==> src/fsc_pkg.sv <==
// Package of constants and types for the flash command controller.
package fsc_pkg;
    localparam int          CLK_HZ             = 20_000_000;
    localparam int          SUSP_ERASE_US      = 15;
    localparam int          SUSP_PROG_US       = 20;
    localparam int          POWER_ON_MS        = 10;
    localparam int          SUSP_ERASE_CYC     = SUSP_ERASE_US * (CLK_HZ / 1_000_000);
    localparam int          SUSP_PROG_CYC      = SUSP_PROG_US * (CLK_HZ / 1_000_000);
    localparam int          POWER_ON_CYC       = POWER_ON_MS * (CLK_HZ / 1000);
    localparam int          WR_PHASE_CYC       = 2;
    localparam int          RD_PHASE_CYC       = 3;
    localparam logic [11:0] ADR_UNLOCK1        = 12'h0555;
    localparam logic [11:0] ADR_UNLOCK2        = 12'h0aaa;
    localparam logic [11:0] ADR_CFI            = 12'h0055;
    localparam logic [11:0] ADR_SEC_LOCK       = 12'h0080;
    localparam logic [7:0]  DAT_UNLOCK1        = 8'h00aa;
    localparam logic [7:0]  DAT_UNLOCK2        = 8'h0055;
    localparam logic [7:0]  CMD_SUSPEND        = 8'h00b0;
    localparam logic [7:0]  CMD_RESUME         = 8'h0030;
    localparam logic [7:0]  CMD_IDENT_ENTRY    = 8'h0090;
    localparam logic [7:0]  CMD_IDENT_EXIT     = 8'h00f0;
    localparam logic [7:0]  CMD_SEC_PROG       = 8'h00c0;
    localparam logic [7:0]  CMD_CFI            = 8'h0098;
    localparam logic [7:0]  CMD_PROG           = 8'h00a0;
    localparam logic [7:0]  DAT_SEC_LOCK       = 8'h00fd;
    localparam int          LOCK_FLAG_BIT      = 1;
    localparam int          POLL_STATUS_BIT    = 7;
    localparam int          TOGGLE_STATUS_BIT  = 6;
    localparam int          FAIL_STATUS_BIT    = 5;
    localparam logic [3:0]  REG_CTRL           = 4'h0;
    localparam logic [3:0]  REG_ADDR           = 4'h1;
    localparam logic [3:0]  REG_DATA           = 4'h2;
    localparam logic [3:0]  REG_STAT           = 4'h3;
    localparam logic [3:0]  REG_RDATA          = 4'h4;
    localparam logic [3:0]  OP_READ            = 4'h1;
    localparam logic [3:0]  OP_PROG            = 4'h2;
    localparam logic [3:0]  OP_SUSPEND         = 4'h3;
    localparam logic [3:0]  OP_RESUME          = 4'h4;
    localparam logic [3:0]  OP_IDENT_ENTRY     = 4'h5;
    localparam logic [3:0]  OP_IDENT_EXIT      = 4'h6;
    localparam logic [3:0]  OP_SEC_PROG        = 4'h7;
    localparam logic [3:0]  OP_SEC_LOCK        = 4'h8;
    localparam logic [3:0]  OP_SEC_STATUS      = 4'h9;
    localparam logic [3:0]  OP_CFI             = 4'h0a;
    localparam logic [3:0]  OP_POLL            = 4'h0b;
    localparam logic [15:0] DATA_RESET         = 16'h0000;
    typedef enum logic [1:0] {FSC_STEP_WRITE, FSC_STEP_READ} fsc_step_e;
endpackage

==> src/fsc_bus_if.sv <==
// Interface between the sequencer and the pin cycle engine.
`timescale 1ns/10ps
interface fsc_bus_if;
    logic       start;
    logic       is_read;
    logic [19:0] addr;
    logic [15:0] wdata;
    logic       done;
    logic [15:0] rdata;
    modport seq (output start, output is_read, output addr, output wdata,
                 input done, input rdata);
    modport eng (input start, input is_read, input addr, input wdata,
                 output done, output rdata);
endinterface

==> src/fsc_cycle.sv <==
// Pin cycle engine: one write or read bus cycle on the flash strobes.
`timescale 1ns/10ps
module fsc_cycle
(
    input  wire logic  mclk,
    input  wire logic  rst_n,
    fsc_bus_if.eng     bus,
    output logic       ce_n,
    output logic       oe_n,
    output logic       we_n,
    output logic [19:0] addr,
    output logic [15:0] dq_o,
    output logic       dq_oe,
    input  wire logic [15:0] dq_i
);
    typedef enum logic [1:0] {FSC_IDLE, FSC_ACT, FSC_END} fsc_cyc_e;
    fsc_cyc_e    st_q, st_d;
    logic [2:0]  cnt_q, cnt_d;
    logic        rd_q, rd_d;
    logic        done_q, done_d;
    logic [15:0] rdata_q, rdata_d;
    logic        ce_d, oe_d, we_d, oen_d;
    logic [19:0] addr_d;
    logic [15:0] dqo_d;
    always_comb
    begin
        st_d = st_q; cnt_d = cnt_q; rd_d = rd_q; done_d = 1'b0;
        rdata_d = rdata_q; ce_d = ce_n; oe_d = oe_n; we_d = we_n;
        oen_d = dq_oe; addr_d = addr; dqo_d = dq_o;
        case (st_q)
            FSC_IDLE:
            begin
                if (bus.start)
                begin
                    st_d = FSC_ACT; rd_d = bus.is_read;
                    addr_d = bus.addr; dqo_d = bus.wdata;
                    ce_d = 1'b0; oe_d = !bus.is_read;
                    // OE high, CE low and WE low so a program cycle can start.
                    we_d = bus.is_read; oen_d = !bus.is_read;
                    cnt_d = bus.is_read ? 3'(fsc_pkg::RD_PHASE_CYC)
                                        : 3'(fsc_pkg::WR_PHASE_CYC);
                end
            end
            FSC_ACT:
            begin
                if (cnt_q == 3'h1)
                begin
                    st_d = FSC_END;
                    if (rd_q) rdata_d = dq_i;
                    // Chip enable stays low one cycle past the strobes.
                    oe_d = 1'b1; we_d = 1'b1;
                end
                else cnt_d = cnt_q - 3'h1;
            end
            FSC_END:
            begin
                ce_d = 1'b1; oen_d = 1'b0; done_d = 1'b1; st_d = FSC_IDLE;
            end
            default: st_d = FSC_IDLE;
        endcase
    end
    always_ff @(posedge mclk or negedge rst_n)
    begin
        if (!rst_n)
        begin
            st_q <= FSC_IDLE; cnt_q <= 3'h0; rd_q <= 1'b0; done_q <= 1'b0;
            rdata_q <= 16'h0000; ce_n <= 1'b1; oe_n <= 1'b1; we_n <= 1'b1;
            dq_oe <= 1'b0; addr <= 20'h0_0000; dq_o <= 16'h0000;
        end
        else
        begin
            st_q <= st_d; cnt_q <= cnt_d; rd_q <= rd_d; done_q <= done_d;
            rdata_q <= rdata_d; ce_n <= ce_d; oe_n <= oe_d; we_n <= we_d;
            dq_oe <= oen_d; addr <= addr_d; dq_o <= dqo_d;
        end
    end
    assign bus.done  = done_q;
    assign bus.rdata = rdata_q;
endmodule

==> src/fsc_top.sv <==
// Host controller that sequences flash commands from software orders.
`timescale 1ns/10ps
module fsc_top
#(
    parameter int POWER_ON_CYC = fsc_pkg::POWER_ON_CYC
)
(
    input  wire logic        mclk,
    input  wire logic        rst_n,
    input  wire logic [3:0]  sw_addr,
    input  wire logic [31:0] sw_wdata,
    input  wire logic        sw_wr,
    input  wire logic        sw_rd,
    output logic [31:0]      sw_rdata,
    output logic             fl_ce_n,
    output logic             fl_oe_n,
    output logic             fl_we_n,
    output logic [19:0]      fl_addr,
    output logic [15:0]      fl_dq_o,
    output logic             fl_dq_oe,
    input  wire logic [15:0] fl_dq_i,
    input  wire logic        fl_ready_i,
    input  wire logic        power_good
);
    typedef enum logic [2:0] {FSC_IDLE, FSC_ISSUE, FSC_WAIT, FSC_HOLD,
                              FSC_POLL} fsc_st_e;
    fsc_bus_if bus();
    fsc_cycle u_cycle (.mclk(mclk), .rst_n(rst_n), .bus(bus),
        .ce_n(fl_ce_n), .oe_n(fl_oe_n), .we_n(fl_we_n), .addr(fl_addr),
        .dq_o(fl_dq_o), .dq_oe(fl_dq_oe), .dq_i(fl_dq_i));

    // ------------------------------------------------------------
    // Command step table.
    // ------------------------------------------------------------
    function automatic logic [2:0] op_len(input logic [3:0] op);
        case (op)
            fsc_pkg::OP_READ, fsc_pkg::OP_SUSPEND, fsc_pkg::OP_RESUME,
            fsc_pkg::OP_IDENT_EXIT, fsc_pkg::OP_CFI,
            fsc_pkg::OP_POLL:                          op_len = 3'h1;
            fsc_pkg::OP_IDENT_ENTRY:                   op_len = 3'h3;
            default:                                   op_len = 3'h4;
        endcase
    endfunction

    logic [3:0]  op_q, op_d;
    logic [19:0] adr_q, adr_d;
    logic [15:0] dat_q, dat_d;
    logic [15:0] rd_q, rd_d;
    logic [2:0]  step_q, step_d;
    fsc_st_e     st_q, st_d;
    logic [17:0] tmr_q, tmr_d;
    logic [17:0] pwr_q, pwr_d;
    logic        busy_q, busy_d, err_q, err_d, ident_q, ident_d;
    logic        cfi_q, cfi_d, esusp_q, esusp_d, locked_q, locked_d;
    logic        tog_q, tog_d, fail_q, fail_d;
    logic        go;
    logic [19:0] c_adr;
    logic [15:0] c_dat;
    logic        c_rd;

    // ------------------------------------------------------------
    // Step encoder: address and data of each bus cycle.
    // ------------------------------------------------------------
    always_comb
    begin
        c_rd = 1'b0;
        c_adr = {8'h00, fsc_pkg::ADR_UNLOCK1};
        c_dat = {8'h00, fsc_pkg::DAT_UNLOCK1};
        if (step_q == 3'h1 && op_len(op_q) != 3'h1)
        begin
            c_adr = {8'h00, fsc_pkg::ADR_UNLOCK2};
            c_dat = {8'h00, fsc_pkg::DAT_UNLOCK2};
        end
        else if (step_q == 3'h2)
        begin
            case (op_q)
                fsc_pkg::OP_PROG: c_dat = {8'h00, fsc_pkg::CMD_PROG};
                fsc_pkg::OP_SEC_PROG, fsc_pkg::OP_SEC_LOCK:
                    c_dat = {8'h00, fsc_pkg::CMD_SEC_PROG};
                default: c_dat = {8'h00, fsc_pkg::CMD_IDENT_ENTRY};
            endcase
        end
        else if (op_len(op_q) == 3'h1 || step_q == 3'h3)
        begin
            c_adr = adr_q;
            c_dat = dat_q;
            case (op_q)
                fsc_pkg::OP_READ, fsc_pkg::OP_POLL: c_rd = 1'b1;
                fsc_pkg::OP_SUSPEND:
                begin
                    c_adr = 20'h0_0000;
                    c_dat = {8'h00, fsc_pkg::CMD_SUSPEND};
                end
                fsc_pkg::OP_RESUME:
                begin
                    c_adr = 20'h0_0000;
                    c_dat = {8'h00, fsc_pkg::CMD_RESUME};
                end
                fsc_pkg::OP_IDENT_EXIT:
                begin
                    c_adr = 20'h0_0000;
                    c_dat = {8'h00, fsc_pkg::CMD_IDENT_EXIT};
                end
                fsc_pkg::OP_CFI:
                begin
                    c_adr = {8'h00, fsc_pkg::ADR_CFI};
                    c_dat = {8'h00, fsc_pkg::CMD_CFI};
                end
                fsc_pkg::OP_SEC_LOCK:
                begin
                    c_adr = {8'h00, fsc_pkg::ADR_SEC_LOCK};
                    c_dat = {8'h00, fsc_pkg::DAT_SEC_LOCK};
                end
                fsc_pkg::OP_SEC_STATUS:
                begin
                    c_adr = {8'h00, fsc_pkg::ADR_SEC_LOCK};
                    c_rd = 1'b1;
                end
                default: ;
            endcase
        end
    end

    // ------------------------------------------------------------
    // Order decode, sequencing and status.
    // ------------------------------------------------------------
    always_comb
    begin
        op_d = op_q; adr_d = adr_q; dat_d = dat_q; rd_d = rd_q;
        step_d = step_q; st_d = st_q; tmr_d = tmr_q; err_d = err_q;
        busy_d = busy_q; ident_d = ident_q; cfi_d = cfi_q;
        esusp_d = esusp_q; locked_d = locked_q; tog_d = tog_q;
        fail_d = fail_q;
        pwr_d = pwr_q;
        if (!power_good) pwr_d = 18'(POWER_ON_CYC);
        else if (pwr_q != 18'h0_0000) pwr_d = pwr_q - 18'h0_0001;
        go = sw_wr && sw_addr == fsc_pkg::REG_CTRL && !busy_q;
        if (sw_wr && sw_addr == fsc_pkg::REG_ADDR) adr_d = sw_wdata[19:0];
        if (sw_wr && sw_addr == fsc_pkg::REG_DATA) dat_d = sw_wdata[15:0];
        if (go)
        begin
            err_d = 1'b0;
            op_d = sw_wdata[3:0];
            // Programs before the power-on delay, and ops other than read, security status,
            // CFI and ident exit after an ident entry or security access without ident exit or CFI entry, are refused.
            if (((sw_wdata[3:0] == fsc_pkg::OP_PROG ||
                  sw_wdata[3:0] == fsc_pkg::OP_SEC_PROG) &&
                 pwr_q != 18'h0_0000) ||
                (ident_q && !cfi_q && sw_wdata[3:0] != fsc_pkg::OP_READ &&
                 sw_wdata[3:0] != fsc_pkg::OP_IDENT_EXIT &&
                 sw_wdata[3:0] != fsc_pkg::OP_SEC_STATUS &&
                 sw_wdata[3:0] != fsc_pkg::OP_CFI) ||
                (sw_wdata[3:0] == fsc_pkg::OP_SEC_PROG && locked_q))
                err_d = 1'b1;
            else
            begin
                busy_d = 1'b1; step_d = 3'h0; st_d = FSC_ISSUE;
            end
        end
        case (st_q)
            FSC_IDLE: ;
            FSC_ISSUE: st_d = FSC_WAIT;
            FSC_WAIT:
            begin
                if (bus.done)
                begin
                    if (c_rd) rd_d = bus.rdata;
                    if (step_q + 3'h1 != op_len(op_q))
                    begin
                        step_d = step_q + 3'h1; st_d = FSC_ISSUE;
                    end
                    else
                    begin
                        st_d = FSC_IDLE; busy_d = 1'b0;
                        case (op_q)
                            fsc_pkg::OP_SUSPEND:
                            begin
                                esusp_d = 1'b1;
                                // Wait the longer of the two halt times.
                                tmr_d = 18'(fsc_pkg::SUSP_PROG_CYC);
                                st_d = FSC_HOLD; busy_d = 1'b1;
                            end
                            fsc_pkg::OP_RESUME: esusp_d = 1'b0;
                            fsc_pkg::OP_IDENT_ENTRY,
                            fsc_pkg::OP_SEC_STATUS: ident_d = 1'b1;
                            fsc_pkg::OP_IDENT_EXIT:
                            begin
                                ident_d = 1'b0; cfi_d = 1'b0;
                            end
                            fsc_pkg::OP_CFI:
                            begin
                                cfi_d = 1'b1; ident_d = 1'b1;
                            end
                            fsc_pkg::OP_SEC_LOCK: locked_d = 1'b1;
                            fsc_pkg::OP_POLL:
                            begin
                                // A fail seen while fail_q is clear forces one more read.
                                fail_d = bus.rdata[fsc_pkg::FAIL_STATUS_BIT];
                                tog_d = bus.rdata[fsc_pkg::TOGGLE_STATUS_BIT];
                                if (bus.rdata[fsc_pkg::FAIL_STATUS_BIT] &&
                                    !fail_q)
                                begin
                                    st_d = FSC_ISSUE; busy_d = 1'b1;
                                    step_d = 3'h0;
                                end
                            end
                            default: ;
                        endcase
                        if (op_q == fsc_pkg::OP_SEC_STATUS)
                            locked_d = !bus.rdata[fsc_pkg::LOCK_FLAG_BIT];
                    end
                end
            end
            FSC_HOLD:
            begin
                if (tmr_q == 18'h0_0001)
                begin
                    st_d = FSC_IDLE; busy_d = 1'b0;
                end
                tmr_d = tmr_q - 18'h0_0001;
            end
            default: st_d = FSC_IDLE;
        endcase
    end

    always_ff @(posedge mclk or negedge rst_n)
    begin
        if (!rst_n)
        begin
            op_q <= 4'h0; adr_q <= 20'h0_0000; dat_q <= fsc_pkg::DATA_RESET;
            rd_q <= 16'h0000; step_q <= 3'h0; st_q <= FSC_IDLE;
            tmr_q <= 18'h0_0000; pwr_q <= 18'(POWER_ON_CYC);
            busy_q <= 1'b0; err_q <= 1'b0; ident_q <= 1'b0; cfi_q <= 1'b0;
            esusp_q <= 1'b0; locked_q <= 1'b0; tog_q <= 1'b0;
            fail_q <= 1'b0; sw_rdata <= 32'h0000_0000;
        end
        else
        begin
            op_q <= op_d; adr_q <= adr_d; dat_q <= dat_d; rd_q <= rd_d;
            step_q <= step_d; st_q <= st_d; tmr_q <= tmr_d;
            pwr_q <= pwr_d; busy_q <= busy_d; err_q <= err_d;
            ident_q <= ident_d; cfi_q <= cfi_d; esusp_q <= esusp_d;
            locked_q <= locked_d; tog_q <= tog_d; fail_q <= fail_d;
            if (sw_rd)
                case (sw_addr)
                    fsc_pkg::REG_ADDR: sw_rdata <= {12'h000, adr_q};
                    fsc_pkg::REG_DATA: sw_rdata <= {16'h0000, dat_q};
                    fsc_pkg::REG_STAT: sw_rdata <= {22'h00_0000,
                        pwr_q == 18'h0_0000, !fl_ready_i, fail_q, tog_q,
                        locked_q, esusp_q, cfi_q, ident_q, err_q,
                        busy_q};
                    fsc_pkg::REG_RDATA: sw_rdata <= {16'h0000, rd_q};
                    default: sw_rdata <= 32'h0000_0000;
                endcase
            else
                sw_rdata <= 32'h0000_0000;
        end
    end

    assign bus.start   = (st_q == FSC_ISSUE);
    assign bus.is_read = c_rd;
    assign bus.addr    = c_adr;
    assign bus.wdata   = c_dat;
endmodule

==> config.mk <==
export PLATFORM = sky130hd
export DESIGN_NAME = fsc_top
export DESIGN_NICKNAME = d
export VERILOG_FILES = /design/src/fsc_pkg.sv /design/src/fsc_bus_if.sv /design/src/fsc_cycle.sv /design/src/fsc_top.sv
export SDC_FILE = /design/constraint.sdc
export NUM_CORES = 1
export LEC_CHECK = 0
export BUFFER_PORTS_ARGS = -buffer_cell sky130_fd_sc_hd__clkbuf_2
export CELL_PAD_IN_SITES_DETAIL_PLACEMENT = 0
export CELL_PAD_IN_SITES_GLOBAL_PLACEMENT = 2
export CORE_UTILIZATION = 30
export DETAILED_ROUTE_END_ITERATION = 10
export PLACE_DENSITY = 0.72
export SETUP_SLACK_MARGIN = 0.05
export SYNTH_ARGS = -nofsm -noshare
export SYNTH_HDL_FRONTEND = slang
export SYNTH_SLANG_ARGS = --single-unit
==> constraint.sdc <==
create_clock -name mclk -period 3 [get_ports mclk]
set_clock_uncertainty 0.15 [all_clocks]
set_input_delay 0.3 -clock mclk [delete_from_list [all_inputs] [get_ports mclk]]
set_output_delay 0.3 -clock mclk [all_outputs]
set_load 0.02 [all_outputs]
After elaboration in Yosys (flattened, before gate mapping)
Cells that the tools add are included. Widths: inputs -> output; s select.

Bits in registers: 201. Output and inout bits: 72. Logic and storage cells: 199.

Add/sub/neg operators: 4. Equality and inequality tests: 41. Mux-type cells: 71. Bitwise gates (word level): 1. Reductions and logical operators: 54.

Operator list (count): $mux 18 (5); $pmux 16 s5 (1); $pmux 20 s4 (1); $mux 20 (3); $pmux 20 s3 (1); $mux 3 (17); $mux 16 (3); $pmux 18 s2 (1); $sub 18x1->18 const B (2); $mux 32 (1); $eq 4x3->1 const B (6); $reduce_and 4->1 (6); $eq 4x2->1 const B (5); $mux 1 (20); $eq 18x1->1 const B (1); $logic_not 18->1 (1); $pmux 1 s2 (9); $reduce_bool 18->1 (1); $eq 4x4->1 const B (4); $pmux 7 s2 (1); $reduce_bool 2->1 (7); $logic_and 1x1->1 (13); $eq 3x1->1 const B (4); $eq 3x2->1 const B (4); other kinds (27) (54).

Logic depth before layout (Yosys ltp)
Depth after elaboration: 15. Depth in mapped cells: 9. Gate-level depth less buffers: 8.

Hierarchy
Synthesis repeated with hierarchy kept, for this count alone.

Cells, all modules: 778. Area total of the unflattened synthesis: 9102.5 µm².

By module, submodules not included: fsc_top (instances 1, cells each 625, area each 6638.9 µm², seq. area each 3160.5 µm²); fsc_cycle (instances 1, cells each 153, area each 2463.6 µm², seq. area each 1580.3 µm²).

Least setup slack after synthesis
Ideal clock, no wire load.

Path type: register to register. Start point: register step_q[0]. End point: register fail_q. Library setup time: 0.128 ns. Data arrival time: 2.218 ns. Required time: 2.722 ns. Setup slack: 0.505 ns. Cell stages (with the launch flop): 9. Path buffers: 0. Clock period less this slack: 2.495 ns. Cells stage by stage: dfrtp_1 > ha_1 > ha_1 > and3b_1 > o21ai_1 > o221ai_4 > a31o_2 > nand4_1 > mux2_1.

Longest elaborated chain between the ends: 4.

Ends and longest elaborated chain: start, declared (line fsc_top.sv:49) `logic [2:0] step_q, step_d;`; start signal, assigned (line fsc_top.sv:240) `step_q <= step_d; st_q <= st_d; tmr_q <= tmr_d;`; $add 3x1->3 (line fsc_top.sv:168) `if (step_q + 3'h1 != op_len(op_q))`; $ne 3x3->1 (line fsc_top.sv:168); $not 1->1 (no source line); $reduce_and 4->1 (no source line); end signal, assigned (line fsc_top.sv:243) `locked_q <= locked_d; tog_q <= tog_d; fail_q <= fail_d;`; end, declared (line fsc_top.sv:55) `logic tog_q, tog_d, fail_q, fail_d;`.

No other way between the ends. A chain may end at the register's enable or synchronous reset.

Worst setup path in the final report
Start point: register step_q[1]. End point: register tog_q.

Longest elaborated chain between the ends: 4.

Ends and longest elaborated chain (line): $add 3x1->3 (fsc_top.sv:168); $ne 3x3->1 (fsc_top.sv:168); $not 1->1 (no source line); $reduce_and 4->1 (no source line); end signal, assigned (fsc_top.sv:243); end, declared (fsc_top.sv:55).

No other way between the ends.

==> results.sh <==
export IMPL_yosysSeqAreaShare_pct=52.8
export IMPL_final_max_slew_viol_count=0
export IMPL_period_needed_ps=2670
export IMPL_critical_path_required_ps=3180
export IMPL_p_leak_uw=0.00511
export IMPL_routed_wl_um=24900
export IMPL_synth_top_area_cell="dfrtp_1"
export IMPL_synth_top_area_share_pct=50.1
export IMPL_cp_start_kind="register"
export IMPL_synth_warnings=0
export IMPL_cts_inserted_buffers=17
export IMPL_antenna_found_initial=0
export IMPL_place_gp_congestion=0.790
export IMPL_post_cts_setup_buffers=0
export IMPL_worstReg2RegEnd="tog_q"
export IMPL_rsz0062_at_grt="false"
export IMPL_cts_tree="built"
export IMPL_worstRegToRegCells=8
export IMPL_worstPathArrival_ps=2850
export IMPL_relSlewSlack_pct=36.4
export IMPL_syn_cell_area_um2=8990
export IMPL_finalCritPeriodShare_pct=89.0
export IMPL_hold_start="sw_wdata[3]"
export IMPL_h_tree_depth=4
export IMPL_grt_pass1_vias=6993
export IMPL_status="finished clean"
export IMPL_drtIter0Drc=512
export IMPL_max_freq_mhz=375
export IMPL_grt_first_pass_wirelength_um=40100
export IMPL_initial_utilization_pct=30.9
export IMPL_grt_max_degree=67
export IMPL_io_pins=130
export IMPL_min_path_type="input port to register"
export IMPL_fin_nets=1052
export IMPL_clock_root_buffer="clkbuf_16"
export IMPL_setup_tns_ps=0
export IMPL_syn_area_per_cell_um2=10.9
export IMPL_max_cap_viol_count=0
export IMPL_hold_violations=0
export IMPL_dpl_hpwl_um=17700
export IMPL_cts_sinks=189
export IMPL_crit_path_start="step_q[1]"
export IMPL_wl_per_cell_um=18.0
export IMPL_synth_cell_types=81
export IMPL_ant_nets=0
export IMPL_final_util_pct=38.2
export IMPL_synthTopCellsByArea="dfrtp_1, mux2_2, nand2_1"
export IMPL_io_buffers=105
export IMPL_regArea_um2=4740
export IMPL_synth_edf_count=0
export IMPL_powerDensity_nw_per_um2=586
export IMPL_area_delta_synth_final_pct=23.7
export IMPL_finalSetupViolations=0
export IMPL_syn_inst=827
export IMPL_hold_path_end="op_q[3]"
export IMPL_die_w_um=175
export IMPL_hold_buffers=35
export IMPL_cts_resized=0
export IMPL_crit_fanout=9
export IMPL_drc=0
export IMPL_grt_ovfl_total=0
export IMPL_clk_latency_ps=450
export IMPL_rrSetupSlack_ps=330
export IMPL_tightest_slew_ps=952
export IMPL_path_clk_slew_ps=80
export IMPL_ys_ff_latch=189
export IMPL_stdcell_count=1382
export IMPL_fillCellCount=2892
export IMPL_cts_buffer_depth=2
export IMPL_grt_use_total_pct=17.0
export IMPL_antenna_cells=0
export IMPL_reg2reg_from="step_q[1]"
export IMPL_finalPower_uw=6520
export IMPL_cp_end_kind="register"
export IMPL_num_vias=6898
export IMPL_floorplan_rows=62
export IMPL_dp_cells=1315
export IMPL_synth_ff_type="dfrtp_1"
export IMPL_min_path_cells=3
export IMPL_die_y_um=175
export IMPL_ir_worst_vdd_mv=0.361
export IMPL_first_pass_iters=5
export IMPL_vias_per_cell=4.99
export IMPL_fp_coreArea_um2=29100
export IMPL_layout_drive_gt1_share_pct=27.4
export IMPL_synthArstFlopShare_pct=100
export IMPL_multiInputGateArea_um2=3970
export IMPL_critPathKind="register to register"
export IMPL_die_area_um2=30600
[Yosys cell counts, types with 3 or more instances]
cell,count
or3_1,6
nand4b_1,3
o21ai_1,5
a21boi_0,3
ha_1,9
nand3_1,15
mux2_1,4
nor2_2,3
nand2_1,90
a21o_1,3
o21ai_0,48
a222oi_1,16
mux2_2,68
nand2b_1,16
xnor2_1,8
a31oi_1,12
a22o_1,19
nor3_2,3
o31ai_1,4
and2_1,11
nor2b_1,12
a21oi_1,36
nor2_1,43
nor4_1,6
dfstp_2,9
buf_4,15
buf_1,3
o21a_1,9
a211oi_1,8
inv_1,20
o211ai_1,4
o22ai_1,7
nand3b_1,5
xor2_1,4
or4_1,6
and3_1,16
nor3_1,13
dfrtp_1,180
buf_2,10
clkbuf_1,21
mux2i_1,8
[per-stage QoR]
stage	hold slack, ps	area, µm²	worst slack [ps]
floorplan	-146	9030	505
global placement	195	10100	350
detailed placement	202	10100	308
CTS	23.8	11100	295
global route	37.0	11100	163
finish	36.2	11100	330
[logic make-up after synthesis]
| family | share of synthesized area, % |
|---|---|
| other | 0.0417 |
| xor gates and xnor gates | 1.17 |
| AOI/OAI and AO/OA | 15.3 |
| DFF | 52.8 |
| muxes | 9.91 |
| adders and majority gates | 1.25 |
| and+or+nand+nor | 15.9 |
| buffers and inverters | 3.69 |
[how the worst max path moves through the flow]
stage / endpoint / slack [ps]
after floorplan: fail_q / 500
after global placement: rd_q[9] / 350
after detailed placement: rd_q[9] / 310
after CTS: u_cycle.dq_o[13] / 300
after global routing: u_cycle.addr[17] / 160
final: tog_q / 330
[report_power, final]
| group | switching (µW) | internal, µW | total (µW) |
|---|---|---|---|
| logic | 553 | 410 | 963 |
| registers | 223 | 2790 | 3010 |
| clock network | 1280 | 1270 | 2550 |
| total | 2050 | 4460 | 6520 |
[critical path: stages, from the launching register on]
cell and delay [ps]:
dfrtp_1 420, ha_1 200, ha_1 340, and3b_1 200, o21ai_1 220, o221ai_4 200, a31o_2 330, nand4_1 170
mux2_1 340
[per-layer routing]
metal  wire (µm)  vias to the layer above  track usage, %
met5           0                        -               0
met4         302                        0            4.06
met3        1160                       16            3.85
met2       12100                      141            27.4
met1       11300                     3432            22.9
li1            -                     3309               -
[state kept, by name, indices dropped and copies added (netlist names), 3 cells and up]
| signal | cells |
|---|---|
| u_cycle.addr | 20 |
| pwr_q | 18 |
| adr_q | 20 |
| st_q | 3 |
| u_cycle.dq_o | 16 |
| op_q | 4 |
| u_cycle.bus.rdata | 16 |
| rd_q | 16 |
| u_cycle.cnt_q | 3 |
| tmr_q | 18 |
| dat_q | 16 |
| sw_rdata | 20 |
| step_q | 3 |
[final cells by class]
cell class,instances,share of cell area [%]
clock buffers,17,3.83
clock inverters,15,2.22
inverters,21,0.709
repair buffers,176,10.6
well taps,384,4.32
multi-input cells,580,35.7
flip-flops and latches,189,42.6
[cells in the final DEF (no fill, tap or decap), drive strengths merged, types with 5 or more instances in the layout]
master       count
a211oi           8
inv             30
o22ai            7
xnor2            8
nand2           90
dfrtp          180
buf             36
a31oi           13
a22o            19
clkinv           5
ha               9
nor3            17
mux2i            8
o21ai           53
mux2            72
nor2b           12
or3              6
nand3b           5
nand2b          16
nor2            46
or4              6
o21a             9
a21oi           36
conb            13
nor4             8
a222oi          16
and2            12
nand3           16
dlygate4sd3     35
clkbuf         122
dfstp            9
and3            16
Note: power is estimated with default switching activity, not from simulation.
